### config.mk
export PLATFORM = sky130hd
export DESIGN_NAME = sfe_exception_logic
export DESIGN_NICKNAME = d
export VERILOG_FILES = /design/src/verilog/sfe_exception_logic.v
export VERILOG_INCLUDE_DIRS = /design/src /design/src/verilog
export SDC_FILE = /design/constraint.sdc
export NUM_CORES = 1
export LEC_CHECK = 0
export ABC_CLOCK_PERIOD_IN_PS = 6200
export BUFFER_PORTS_ARGS = -buffer_cell sky130_fd_sc_hd__buf_2
export CAP_MARGIN = 20
export CORE_MARGIN = 5
export CORE_UTILIZATION = 55
export DETAILED_ROUTE_END_ITERATION = 6
export PLACE_DENSITY = 0.89
export SLEW_MARGIN = 20
export SYNTH_ARGS = -nofsm -noshare
export SYNTH_HDL_FRONTEND = slang
export SYNTH_SLANG_ARGS = --single-unit
### constraint.sdc
create_clock -name clk -period 6.2 [get_ports clk]
set_clock_uncertainty 0.2 [all_clocks]
set_input_delay 0 -clock clk [delete_from_list [all_inputs] [get_ports clk]]
set_output_delay 0 -clock clk [all_outputs]
set_load 0.005 [all_outputs]
### src/verilog/sfe_regs.vh
// Purpose: constants for the packed floating-point exception unit
// Assumes: classic wishbone slave, byte addresses, 32-bit data
// Notes: definitions only
//
// Behaviour
// - six conditions, each with its own flag bit and mask bit
// - invalid, divide-by-zero and denormal judged from operands before computing
// - overflow, underflow and inexact judged only after the result exists
// - masked condition sets flag, execution continues; all but denormal and inexact give a default result
// - unmasked condition with os support bit set raises fault vector 19
// - unmasked condition with os support bit clear raises undefined opcode
// - faults are precise and immediate, nothing left pending
// - clearing a mask over an already set flag raises nothing
// - flags set for each condition that the lane priority lets flag in any lane
// - one condition per lane, by fixed priority, highest reported
// - quiet NaN operand outranks lower conditions without flagging them
// - masked levels three to five still let lower conditions flag
// - fault keeps faulting instruction pointer and pushes no error code
`ifndef SFE_REGS_VH
`define SFE_REGS_VH

`define SFE_LANES 4
`define SFE_ADR_CSR 8'h00
`define SFE_ADR_CR4 8'h04
`define SFE_ADR_FSTAT 8'h08
`define SFE_ADR_FCS 8'h0C
`define SFE_ADR_FIP 8'h10
`define SFE_ADR_FCNT 8'h14

`define SFE_C_INV 0
`define SFE_C_DZ 1
`define SFE_C_DEN 2
`define SFE_C_OVF 3
`define SFE_C_UNF 4
`define SFE_C_INX 5
`define SFE_MASK_LSB 6
`define SFE_CSR_RST 32'h00000FC0
`define SFE_CSR_BITS 32'h00000FFF
`define SFE_OS_BIT 0
`define SFE_XF_VECTOR 8'h13

`endif
### src/verilog/sfe_exception_logic.v
// Purpose: flags, masks, lane priority and fault signalling for
//   packed floating-point numeric exceptions
// Assumes: datapath reports per-lane conditions in two phases
// Notes: registers reached over classic wishbone
//
// The Wishbone slave port and the register addresses are this design's own decisions.
`timescale 1ns/1ps
`include "sfe_regs.vh"

module sfe_exception_logic (
  input wire clk,
  input wire rst,
  input wire wb_cyc_i,
  input wire wb_stb_i,
  input wire wb_we_i,
  input wire [7:0] wb_adr_i,
  input wire [3:0] wb_sel_i,
  input wire [31:0] wb_dat_i,
  output reg [31:0] wb_dat_o,
  output reg wb_ack_o,
  output wire pre_ready,
  input wire pre_valid,
  input wire [3:0] pre_nan_inv,
  input wire [3:0] pre_qnan,
  input wire [3:0] pre_inv,
  input wire [3:0] pre_dz,
  input wire [3:0] pre_den,
  input wire [15:0] op_cs,
  input wire [31:0] op_ip,
  input wire post_valid,
  input wire [3:0] post_ovf,
  input wire [3:0] post_unf,
  input wire [3:0] post_inx,
  output reg compute_go,
  output reg [3:0] compute_lanes,
  output reg op_done,
  output reg [3:0] lane_default,
  output reg simd_fp_fault,
  output reg undefined_opcode_fault,
  output reg [7:0] fault_vector,
  output reg [15:0] fault_cs,
  output reg [31:0] fault_ip,
  output wire fault_err_code_push
);

  // ------------------------------------------------------------
  // state and registers
  // ------------------------------------------------------------
  localparam ST_IDLE = 1'b0;
  localparam ST_POST = 1'b1;

  reg state_reg;
  reg state_next;
  reg [31:0] simd_fp_control_status_reg;
  reg [31:0] csr_next;
  reg [31:0] control_register_four;
  reg [1:0] fstat_reg;
  reg [15:0] fcnt_reg;
  reg [3:0] live_reg;
  reg [3:0] live_next;
  reg [15:0] cs_reg;
  reg [31:0] ip_reg;

  wire [5:0] mask_q;
  wire os_simd_fault_support_bit;

  assign mask_q = simd_fp_control_status_reg[`SFE_MASK_LSB +: 6];
  assign os_simd_fault_support_bit = control_register_four[`SFE_OS_BIT];

  // ------------------------------------------------------------
  // per-lane priority resolution
  // ------------------------------------------------------------
  wire [3:0] l1_v;
  wire [3:0] l2_v;
  wire [3:0] l3_v;
  wire [3:0] den_rep_v;
  wire [3:0] pre_flt_v;
  wire [3:0] pre_live_v;
  wire [3:0] pre_dflt_v;
  wire [3:0] set_i_v;
  wire [3:0] set_z_v;
  wire [3:0] ou_unm_v;
  wire [3:0] set_o_v;
  wire [3:0] set_u_v;
  wire [3:0] set_p_v;
  wire [3:0] post_flt_v;
  wire [3:0] post_dflt_v;

  // lanes are judged apart; only the fault, flag and compute_go decisions merge them
  genvar g;
  generate
    for (g = 0; g < `SFE_LANES; g = g + 1) begin : lane
      wire inv_unm;
      wire dz_unm;
      wire l3_unm;
      wire den_unm;
      wire inx_unm;
      assign l1_v[g] = pre_nan_inv[g];
      assign l2_v[g] = pre_qnan[g] & ~l1_v[g];
      assign l3_v[g] = (pre_inv[g] | pre_dz[g]) & ~l1_v[g] & ~l2_v[g];
      assign inv_unm = pre_inv[g] & ~mask_q[`SFE_C_INV];
      assign dz_unm = pre_dz[g] & ~mask_q[`SFE_C_DZ];
      assign l3_unm = inv_unm | dz_unm;
      // masked level three lets denormal through
      assign den_rep_v[g] = pre_den[g] & ~l1_v[g] & ~l2_v[g]
        & ~(l3_v[g] & l3_unm);
      assign den_unm = den_rep_v[g] & ~mask_q[`SFE_C_DEN];
      assign pre_flt_v[g] = (l1_v[g] & ~mask_q[`SFE_C_INV])
        | (l3_v[g] & l3_unm) | den_unm;
      assign set_i_v[g] = l1_v[g] | (l3_v[g] & pre_inv[g]);
      assign set_z_v[g] = l3_v[g] & pre_dz[g];
      // lanes with a default result need no arithmetic
      assign pre_dflt_v[g] = l1_v[g] | l2_v[g] | l3_v[g];
      assign pre_live_v[g] = ~pre_dflt_v[g];
      assign ou_unm_v[g] = live_reg[g]
        & ((post_ovf[g] & ~mask_q[`SFE_C_OVF])
        | (post_unf[g] & ~mask_q[`SFE_C_UNF]));
      assign set_o_v[g] = live_reg[g] & post_ovf[g];
      assign set_u_v[g] = live_reg[g] & post_unf[g];
      // masked level five lets inexact through
      assign set_p_v[g] = live_reg[g] & post_inx[g] & ~ou_unm_v[g];
      assign inx_unm = set_p_v[g] & ~mask_q[`SFE_C_INX];
      assign post_flt_v[g] = ou_unm_v[g] | inx_unm;
      assign post_dflt_v[g] = set_o_v[g] | set_u_v[g];
    end
  endgenerate

  // ------------------------------------------------------------
  // operation sequencing
  // ------------------------------------------------------------
  wire pre_take;
  wire post_take;
  wire pre_fault;
  wire post_fault;
  wire [5:0] pre_set;
  wire [5:0] post_set;

  // one operation in flight keeps every fault precise
  assign pre_ready = (state_reg == ST_IDLE);
  assign pre_take = pre_valid & pre_ready;
  assign post_take = post_valid & (state_reg == ST_POST);
  // fault depends on current conditions only
  assign pre_fault = |pre_flt_v;
  assign post_fault = |post_flt_v;
  assign pre_set = {3'b000, |den_rep_v, |set_z_v, |set_i_v};
  assign post_set = {|set_p_v, |set_u_v, |set_o_v, 3'b000};
  assign fault_err_code_push = 1'b0;

  always @* begin
    state_next = state_reg;
    live_next = live_reg;
    case (state_reg)
      ST_IDLE: begin
        // no post stage after a fault
        if (pre_take && !pre_fault && (|pre_live_v)) begin
          state_next = ST_POST;
          live_next = pre_live_v;
        end
      end
      ST_POST: begin
        if (post_take) begin
          state_next = ST_IDLE;
          live_next = 4'h0;
        end
      end
      default: begin
        state_next = ST_IDLE;
        live_next = 4'h0;
      end
    endcase
  end

  wire any_fault;
  wire op_end;

  assign any_fault = (pre_take & pre_fault) | (post_take & post_fault);
  assign op_end = (pre_take & (pre_fault | ~(|pre_live_v))) | post_take;

  always @(posedge clk) begin
    if (rst) begin
      state_reg <= ST_IDLE;
      live_reg <= 4'h0;
    end else begin
      state_reg <= state_next;
      live_reg <= live_next;
    end
  end

  // ------------------------------------------------------------
  // operation outcome
  // ------------------------------------------------------------
  always @(posedge clk) begin
    if (rst) begin
      cs_reg <= 16'h0000;
      ip_reg <= 32'h00000000;
      compute_go <= 1'b0;
      compute_lanes <= 4'h0;
      op_done <= 1'b0;
      lane_default <= 4'h0;
      simd_fp_fault <= 1'b0;
      undefined_opcode_fault <= 1'b0;
    end else begin
      compute_go <= pre_take & ~pre_fault & (|pre_live_v);
      compute_lanes <= (pre_take & ~pre_fault) ? pre_live_v : 4'h0;
      op_done <= op_end & ~any_fault;
      // pointer kept for a fault found after computing
      if (pre_take) begin
        cs_reg <= op_cs;
        ip_reg <= op_ip;
        lane_default <= pre_dflt_v;
      end else if (post_take) begin
        lane_default <= lane_default | post_dflt_v;
      end
      // fault pulses on the faulting operation
      simd_fp_fault <= any_fault & os_simd_fault_support_bit;
      undefined_opcode_fault <= any_fault & ~os_simd_fault_support_bit;
    end
  end

  // ------------------------------------------------------------
  // fault record
  // ------------------------------------------------------------
  // held until the next fault so the handler can read it
  always @(posedge clk) begin
    if (rst) begin
      fault_vector <= 8'h00;
      fault_cs <= 16'h0000;
      fault_ip <= 32'h00000000;
    end else if (any_fault) begin
      // undefined opcode carries no vector of its own here
      fault_vector <= os_simd_fault_support_bit ? `SFE_XF_VECTOR : 8'h00;
      fault_cs <= pre_take ? op_cs : cs_reg;
      fault_ip <= pre_take ? op_ip : ip_reg;
    end
  end

  // ------------------------------------------------------------
  // wishbone slave
  // ------------------------------------------------------------
  wire req;
  wire wr_now;

  assign req = wb_cyc_i & wb_stb_i;
  // a write lands at the edge that shows ack to the master
  assign wr_now = req & wb_we_i & wb_ack_o;

  function [31:0] merge;
    input [31:0] old_v;
    input [31:0] new_v;
    input [3:0] sel;
    integer i;
    begin
      merge = old_v;
      for (i = 0; i < 4; i = i + 1) begin
        if (sel[i]) begin
          merge[i*8 +: 8] = new_v[i*8 +: 8];
        end
      end
    end
  endfunction

  // ------------------------------------------------------------
  // flag update
  // ------------------------------------------------------------
  always @* begin
    csr_next = simd_fp_control_status_reg;
    if (wr_now && wb_adr_i == `SFE_ADR_CSR) begin
      csr_next = merge(simd_fp_control_status_reg, wb_dat_i, wb_sel_i)
        & `SFE_CSR_BITS;
    end
    // hardware only sets, set wins over clear
    if (pre_take) begin
      csr_next[5:0] = csr_next[5:0] | pre_set;
    end
    if (post_take) begin
      csr_next[5:0] = csr_next[5:0] | post_set;
    end
  end

  // ------------------------------------------------------------
  // read back
  // ------------------------------------------------------------
  reg [31:0] rd_mux;

  always @* begin
    case (wb_adr_i)
      `SFE_ADR_CSR: rd_mux = simd_fp_control_status_reg;
      `SFE_ADR_CR4: rd_mux = control_register_four;
      `SFE_ADR_FSTAT: rd_mux = {16'h0000, fault_vector, 6'h00, fstat_reg};
      `SFE_ADR_FCS: rd_mux = {16'h0000, fault_cs};
      `SFE_ADR_FIP: rd_mux = fault_ip;
      `SFE_ADR_FCNT: rd_mux = {16'h0000, fcnt_reg};
      default: rd_mux = 32'h00000000;
    endcase
  end

  // ------------------------------------------------------------
  // status registers
  // ------------------------------------------------------------
  always @(posedge clk) begin
    if (rst) begin
      wb_ack_o <= 1'b0;
      wb_dat_o <= 32'h00000000;
      simd_fp_control_status_reg <= `SFE_CSR_RST;
      control_register_four <= 32'h00000000;
      fstat_reg <= 2'b00;
      fcnt_reg <= 16'h0000;
    end else begin
      // one wait state: read data is registered at the edge that raises ack
      wb_ack_o <= req & ~wb_ack_o;
      if (req && !wb_ack_o) begin
        wb_dat_o <= rd_mux;
      end
      simd_fp_control_status_reg <= csr_next;
      // only the os support bit is kept
      if (wr_now && wb_adr_i == `SFE_ADR_CR4 && wb_sel_i[0]) begin
        control_register_four <= {{31{1'b0}}, wb_dat_i[`SFE_OS_BIT]};
      end
      // a new fault wins over a same-cycle clear
      if (any_fault) begin
        fstat_reg <= {~os_simd_fault_support_bit, os_simd_fault_support_bit};
      end else if (wr_now && wb_adr_i == `SFE_ADR_FSTAT && wb_sel_i[0]) begin
        fstat_reg <= fstat_reg & ~wb_dat_i[1:0];
      end
      if (any_fault) begin
        fcnt_reg <= fcnt_reg + 16'h0001;
      end
    end
  end

endmodule

==> results of run 1 <==
## synthesized netlist by cell type (all sizes together), types with 2 or more instances
library cell	count
nor3	16
o2bb2ai	3
a31oi	3
a21boi	2
nand2	152
nor2b	36
a222oi	8
nand3b	4
clkbuf	38
or3	2
and3	8
nor2	55
nand4	8
a22o	14
mux2i	11
nor4b	2
nor4	4
a22oi	9
a211oi	3
mux2	15
buf	26
and2	4
dfxtp	178
nand3	29
or3b	4
inv	4
or2	5
o22a	48
o21ba	2
o21ai	22
a211o	7
a21oi	98
## tightest hold or removal path, cell delays in order
cell and delay, ps:
buf_2 180, nor4_4 110, nand2_1 80, nand2_1 40, a22o_1 180
## power by group through the flow
stage	combinational, mW	clock, mW	sequential (mW)
after floorplan	0.0936	0	1.20
after global placement	0.157	0	1.20
after detailed placement	0.159	0	1.20
after CTS	0.227	1.11	1.18
after global routing	0.260	1.17	1.18
final	0.243	1.11	1.18
## metal layers
layer | vias up | routed length, um | global-route usage [%]
li1 | 3611 | - | -
met1 | 3752 | 9885 | 39.14
met2 | 554 | 13030 | 56.72
met3 | 123 | 2491 | 8.443
met4 | 2 | 1306 | 15.69
met5 | - | 13 | 0
## layout by cell type (no fill, tap or decap), drive strengths merged, types with 4 or more instances in the layout
master,netlist,final
and2,4,4
buf,26,214
inv,4,6
nand3,29,29
dlygate4sd3,0,151
o22a,48,48
nor2,55,55
dfxtp,178,178
o21ai,22,22
a22oi,9,9
nand4,8,8
or3b,4,4
mux2,15,15
conb,1,6
nor3,16,16
nand2,152,152
mux2i,11,11
clkbuf,38,21
nand3b,4,4
or2,5,5
and3,8,8
a21oi,98,98
nor2b,36,36
nor4,4,4
a222oi,8,8
a22o,14,14
a211o,7,7
## layout make-up
class	count	area share (%)
Antenna cell	3	0.07139
Clock buffer	21	4.379
Clock inverter	11	1.452
Inverter	4	0.1428
Multi-Input combinational cell	597	33.17
Sequential cell	178	33.89
Tap cell	176	2.094
Timing Repair Buffer	365	24.80
## what timing repair did
action                                 4_1_cts  5_1_grt
buffers inserted                             0        0
hold buffers                               151        0
endpoints found under the hold margin      141        0
## worst paths after layout
kind	end	slack, ps	from
max	simd_fp_control_status_reg[5]$_SDFF_PP0_	2750	wb_adr_i[7]
min reg2reg	wb_dat_o[17]$_SDFFE_PP0P_	250	wb_dat_o[17]$_SDFFE_PP0P_
min	wb_dat_o[2]$_SDFFE_PP0P_	30	wb_adr_i[4]
max reg2reg	fault_ip[6]$_SDFFE_PP0P_	2830	simd_fp_control_status_reg[9]$_SDFFE_PP1P_
## cells by family after synthesis
kind of cell | after synthesis | synth area share [%]
flip-flops | 178 | 48.78
adder cells (fa/ha/maj) | 1 | 0.1713
other | 1 | 0.05134
buffers and inverters | 68 | 4.248
AND/OR/NAND/NOR | 334 | 21.48
multiplexers | 27 | 4.128
AO/OA/AOI/OAI | 229 | 21.14
==> flow_metrics.env, run 1 <==
export IMPL_seqCellArea_um2=3563
export IMPL_yosys_warnings=0
export IMPL_holdCritPathClass="in2reg"
export IMPL_dieHeight_um=125.2
export IMPL_drive_gt1_share_pct=23.89
export IMPL_synthCells=838
export IMPL_p_clk_share_pct=43.9
export IMPL_path_max_fanout=10
export IMPL_synthDistinctLibCells=59
export IMPL_clkSinkCount=178
export IMPL_design_area_um2=10520
export IMPL_antenna_found_initial=4
export IMPL_switching_share_pct=23.16
export IMPL_syn_area_um2=7305
export IMPL_clock_latency_ps=420
export IMPL_gp_congestion=0.9167
export IMPL_synth_seq_cells=178
export IMPL_cts_root_buf="clkbuf_16"
export IMPL_layout_setup_ws_ps=2746
export IMPL_hold_depth=5
export IMPL_cp_buffers_inverters=3
export IMPL_drc=42
export IMPL_cts_buffers=17
export IMPL_final_util_pct=80.04
export IMPL_dp_hpwl_um=14990
export IMPL_synth_seq_area_share_pct=48.78
export IMPL_portBuffers=205
export IMPL_p_leak_nw=4.740
export IMPL_viasPerCell=5.935
export IMPL_firstDrtPassIters=7
export IMPL_avgSynthCellArea_um2=8.717
export IMPL_gr_total_overflow=0
export IMPL_cts_tree="yes"
export IMPL_track_usage_pct=33.21
export IMPL_violations="design-rule violations"
export IMPL_tightest_slew_ps=1085
export IMPL_p_per_area_nw_per_um2=241.1
export IMPL_pwr_share_comb_pct=9.6
export IMPL_fin_nets=1295
export IMPL_fin_cells=1355
export IMPL_nFillCells=766
export IMPL_die_w_um=125.2
export IMPL_area_growth_pct=43.95
export IMPL_synth_top_cell_by_area="dfxtp_1"
export IMPL_clkTransAtPathRegs_ps=70
export IMPL_dp_cells=1169
export IMPL_dpl_worst_slack_ps=3007
export IMPL_wl_per_cell_um=19.72
export IMPL_relSlewSlack_pct=27.40
export IMPL_worstSetupPathType="in2reg"
export IMPL_synth_area_leaders="dfxtp_1 (49%), nand2_1 (7.8%), a21oi_1 (6.7%), o22a_1 (5.8%), nor2b_1 (3.1%)"
export IMPL_std_cell_rows=42
export IMPL_grt_pass1_wl_um=42020
export IMPL_fin_tns_setup_ps=0
export IMPL_rsz0062_at_grt="false"
export IMPL_slew_violations=0
export IMPL_synth_top_area_share_pct=48.78
export IMPL_drtIter0Drc=935
export IMPL_switchingPower_uw=587.1
export IMPL_multi_input_area_um2=3488
export IMPL_required_ps=6300
export IMPL_reg2reg_depth=6
export IMPL_fmax_mhz=289.5
export IMPL_ios=234
export IMPL_setup_violations=0
export IMPL_cp_common_cell="dlygate4sd3_1"
export IMPL_synthArstFlopShare_pct=0
export IMPL_cts_resized=0
export IMPL_synth_flop_cell="dfxtp_1"
export IMPL_first_global_vias=7985
export IMPL_grt_max_degree=84
export IMPL_critPathLaunchType="input pin"
export IMPL_wl_um=26730
export IMPL_p_int_mw=1.948
export IMPL_crit_family="simple AND/OR/NAND/NOR gates"
export IMPL_dpl_instance_area_um2=8383
export IMPL_clockBufferDepth=2
export IMPL_vias=8042
export IMPL_period_share_pct=55.71
export IMPL_max_stage_delay_ps=700
export IMPL_cp_slowest_cell="or4_1"
export IMPL_seqPwrFrac_pct=46.5
export IMPL_synth_edf_count=0
export IMPL_hold_viol=0
export IMPL_period_minus_slack_ps=3454
export IMPL_status="finished with violations"
export IMPL_path_cells="buf_2, or4_1, or2_1, nor4_4, nand3_2, mux2i_1, dlygate4sd3_1, a21oi_1, dlygate4sd3_1"
export IMPL_coreArea_um2=13140
export IMPL_vdd_ir_drop_max_mv=0.1974
export IMPL_maxCapViolCount=0
export IMPL_path_depth=9
export IMPL_initial_core_util_pct=55.60
export IMPL_detail_route_antenna_nets=0
export IMPL_hold_slack_ps=31.20
export IMPL_die_area_um2=15690
export IMPL_end_kind="register"
export IMPL_htree_num_levels=4
export IMPL_power_mw=2.535
export IMPL_crit_arrival_ps=3560
Power figures use the tool's default switching activity.
==> run 2: changes to the inputs <==
--- a/config.mk
+++ b/config.mk
@@ -6,13 +6,13 @@
 export SDC_FILE = /design/constraint.sdc
 export NUM_CORES = 1
 export LEC_CHECK = 0
-export ABC_CLOCK_PERIOD_IN_PS = 6200
+export ABC_CLOCK_PERIOD_IN_PS = 3080
 export BUFFER_PORTS_ARGS = -buffer_cell sky130_fd_sc_hd__buf_2
 export CAP_MARGIN = 20
 export CORE_MARGIN = 5
-export CORE_UTILIZATION = 55
+export CORE_UTILIZATION = 46
 export DETAILED_ROUTE_END_ITERATION = 6
-export PLACE_DENSITY = 0.89
+export PLACE_DENSITY = 0.8
 export SLEW_MARGIN = 20
 export SYNTH_ARGS = -nofsm -noshare
 export SYNTH_HDL_FRONTEND = slang
==> constraint.sdc (replaced) <==
create_clock -name clk -period 3.08 [get_ports clk]
set_clock_uncertainty 0.2 [all_clocks]
set_input_delay 0 -clock clk [delete_from_list [all_inputs] [get_ports clk]]
set_output_delay 0 -clock clk [all_outputs]
set_load 0.005 [all_outputs]
==> run 2 against run 1 <==
The flow now finishes without violations. Cell count is 1.6% higher. Final area is 1.0% lower. First-iteration DRC count is 23% lower. Via count is 6.8% lower. Combinational power is 84% higher. Wire length is 12% lower. Critical path depth stayed put. Critical path type unchanged. Critical endpoint is now simd_fp_control_status_reg[4]$_SDFF_PP0_.
==> flow_metrics.env, run 2 (synthesis results as in run 1) <==
export IMPL_grt_pass1_wl_um=36610
export IMPL_die_area_um2=18500
export IMPL_path_cells="dlygate4sd3_1, buf_2, or2_1, nor4_4, nand3_4, mux2i_1, dlygate4sd3_1, a21oi_1, dlygate4sd3_1"
export IMPL_relSlewSlack_pct=47.11
export IMPL_clkTransAtPathRegs_ps=70
export IMPL_hold_depth=5
export IMPL_viasPerCell=5.445
export IMPL_track_usage_pct=24.90
export IMPL_std_cell_rows=46
export IMPL_nFillCells=1219
export IMPL_mostFrequentLayoutCells="buf_2 (204), dfxtp_1 (178), nand2_1 (150)"
export IMPL_vdd_ir_drop_max_mv=0.3909
export IMPL_diodes=0
export IMPL_dp_hpwl_um=15390
export IMPL_wl_per_cell_um=17.17
export IMPL_cts_root_buf="clkbuf_16"
export IMPL_period_minus_slack_ps=2992
export IMPL_seqCellArea_um2=3563
export IMPL_max_stage_delay_ps=600
export IMPL_wl_um=23640
export IMPL_hold_viol=0
export IMPL_crit_reg2reg_launch="simd_fp_control_status_reg[6]$_SDFFE_PP1P_"
export IMPL_clkSinkCount=178
export IMPL_maxCapViolCount=0
export IMPL_antenna_found_initial=2
export IMPL_firstDrtPassIters=6
export IMPL_cts_tree="yes"
export IMPL_required_ps=3190
export IMPL_fmax_mhz=334.3
export IMPL_fin_nets=1280
export IMPL_path_max_fanout=10
export IMPL_cp_slowest_cell="dlygate4sd3_1"
export IMPL_hold_slack_ps=14.58
export IMPL_clock_latency_ps=430
export IMPL_cp_common_cell="dlygate4sd3_1"
export IMPL_coreArea_um2=15710
export IMPL_dieHeight_um=136.0
export IMPL_crit_family="buffers and inverters"
export IMPL_drive_gt1_share_pct=25.06
export IMPL_crit_arrival_ps=3100
export IMPL_die_w_um=136.0
export IMPL_holdCritPathClass="in2reg"
export IMPL_period_share_pct=97.13
export IMPL_cp_buffers_inverters=4
export IMPL_clockBufferDepth=2
export IMPL_first_global_vias=7199
export IMPL_setup_violations=0
export IMPL_final_util_pct=66.24
export IMPL_drc=0
export IMPL_detail_route_antenna_nets=0
export IMPL_p_leak_nw=4.674
export IMPL_critPathLaunchType="input pin"
export IMPL_area_growth_pct=42.50
export IMPL_gp_congestion=0.8269
export IMPL_worstSetupPathType="in2reg"
export IMPL_timing_rr_end="fstat_reg[0]$_SDFFE_PP0P_"
export IMPL_hold_start="wb_adr_i[4]"
export IMPL_tightest_slew_ps=790.0
export IMPL_ios=234
export IMPL_reg2reg_depth=7
export IMPL_vias=7498
export IMPL_drtIter0Drc=720
export IMPL_portBuffers=205
export IMPL_grt_max_degree=70
export IMPL_p_per_area_nw_per_um2=483.7
export IMPL_cts_buffers=17
export IMPL_end_kind="register"
export IMPL_htree_num_levels=4
export IMPL_rrSetupSlack_ps=190
export IMPL_holdPathEnd="wb_dat_o[6]$_SDFFE_PP0P_"
export IMPL_initial_core_util_pct=46.49
export IMPL_slew_violations=0
export IMPL_multi_input_area_um2=3502
export IMPL_final_common_cell="buf_2"
export IMPL_gr_total_overflow=0
export IMPL_status="complete, no violations"
==> run 2: cell types whose count changed in the layout (fill, tap and decap cells not counted), moves of 2 or more <==
cell and change:
dlygate4sd3_1 -22, buf_4 +6, inv_8 +4, clkinvlp_4 -3
diode_2 -3, inv_6 +2
==> run 2: power breakdown <==
group / internal [mW] / switching, mW / total [mW]
registers: 2.35 / 0.0178 / 2.37
logic: 0.221 / 0.226 / 0.447
clock network: 1.25 / 0.967 / 2.22
==> run 2: worst register-to-register path: cells and delay by family (launching register included) <==
kind / cells / cell delay [ps]
AND/OR/NAND/NOR: 2 / 480
buffers and inverters: 1 / 600
AO/OA/AOI/OAI: 4 / 1000
flip-flops: 1 / 490
==> run 2: area by class of cell <==
class,instances,share of cell area (%)
multi-input cells,597,33.65
clock inverters,13,1.563
well taps,216,2.596
flip-flops and latches,178,34.24
inverters,4,0.1442
repair buffers,350,23.56
clock buffers,19,4.255
==> run 2: what timing repair did <==
action / CTS / global route
endpoints found under the hold margin: 143 / 0
setup buffers: 0 / 1
hold buffers: 129 / 0
endpoints found under the setup margin: 0 / 1
gates resized for setup: 0 / 3
==> run 2: worst max path at each step <==
stage                                                 from                                           to  cells after the start
3_3_place_gp                                   wb_adr_i[6]   simd_fp_control_status_reg[6]$_SDFFE_PP1P_                      6
2_1_floorplan  simd_fp_control_status_reg[10]$_SDFFE_PP1P_                    fcnt_reg[10]$_SDFFE_PP0P_                      8
5_1_grt                                        wb_adr_i[5]     simd_fp_control_status_reg[4]$_SDFF_PP0_                      9
6_report                                       wb_adr_i[5]     simd_fp_control_status_reg[4]$_SDFF_PP0_                      9
4_1_cts                                        wb_adr_i[6]     simd_fp_control_status_reg[4]$_SDFF_PP0_                      9
3_5_place_dp                                   wb_adr_i[6]  simd_fp_control_status_reg[11]$_SDFFE_PP1P_                      7
==> run 2: metrics by stage <==
step	setup slack, ps	setup TNS (ps)	cell area, um^2	std cells	power (mW)
2_1_floorplan	757.5	0	7323	843	2.606
3_3_place_gp	567.3	0	8491	1215	2.741
3_5_place_dp	537.4	0	8491	1215	2.746
4_1_cts	9.772	0	10390	1376	5.054
5_1_grt	-14.74	-14.74	10410	1377	5.196
6_report	88.46	0	10410	1377	5.034
==> run 2: per-layer routing <==
metal  vias to the layer above  share of wire (%)  routed length [um]  GRT usage [%]
met3                        45                7.7                1810          5.329
met1                      3548                 42                9929          32.40
met2                       319                 48               11350          41.03
met4                         4                2.3                 532          8.567
li1                       3582                  -                   -              -
met5                         -               0.10                  24              0
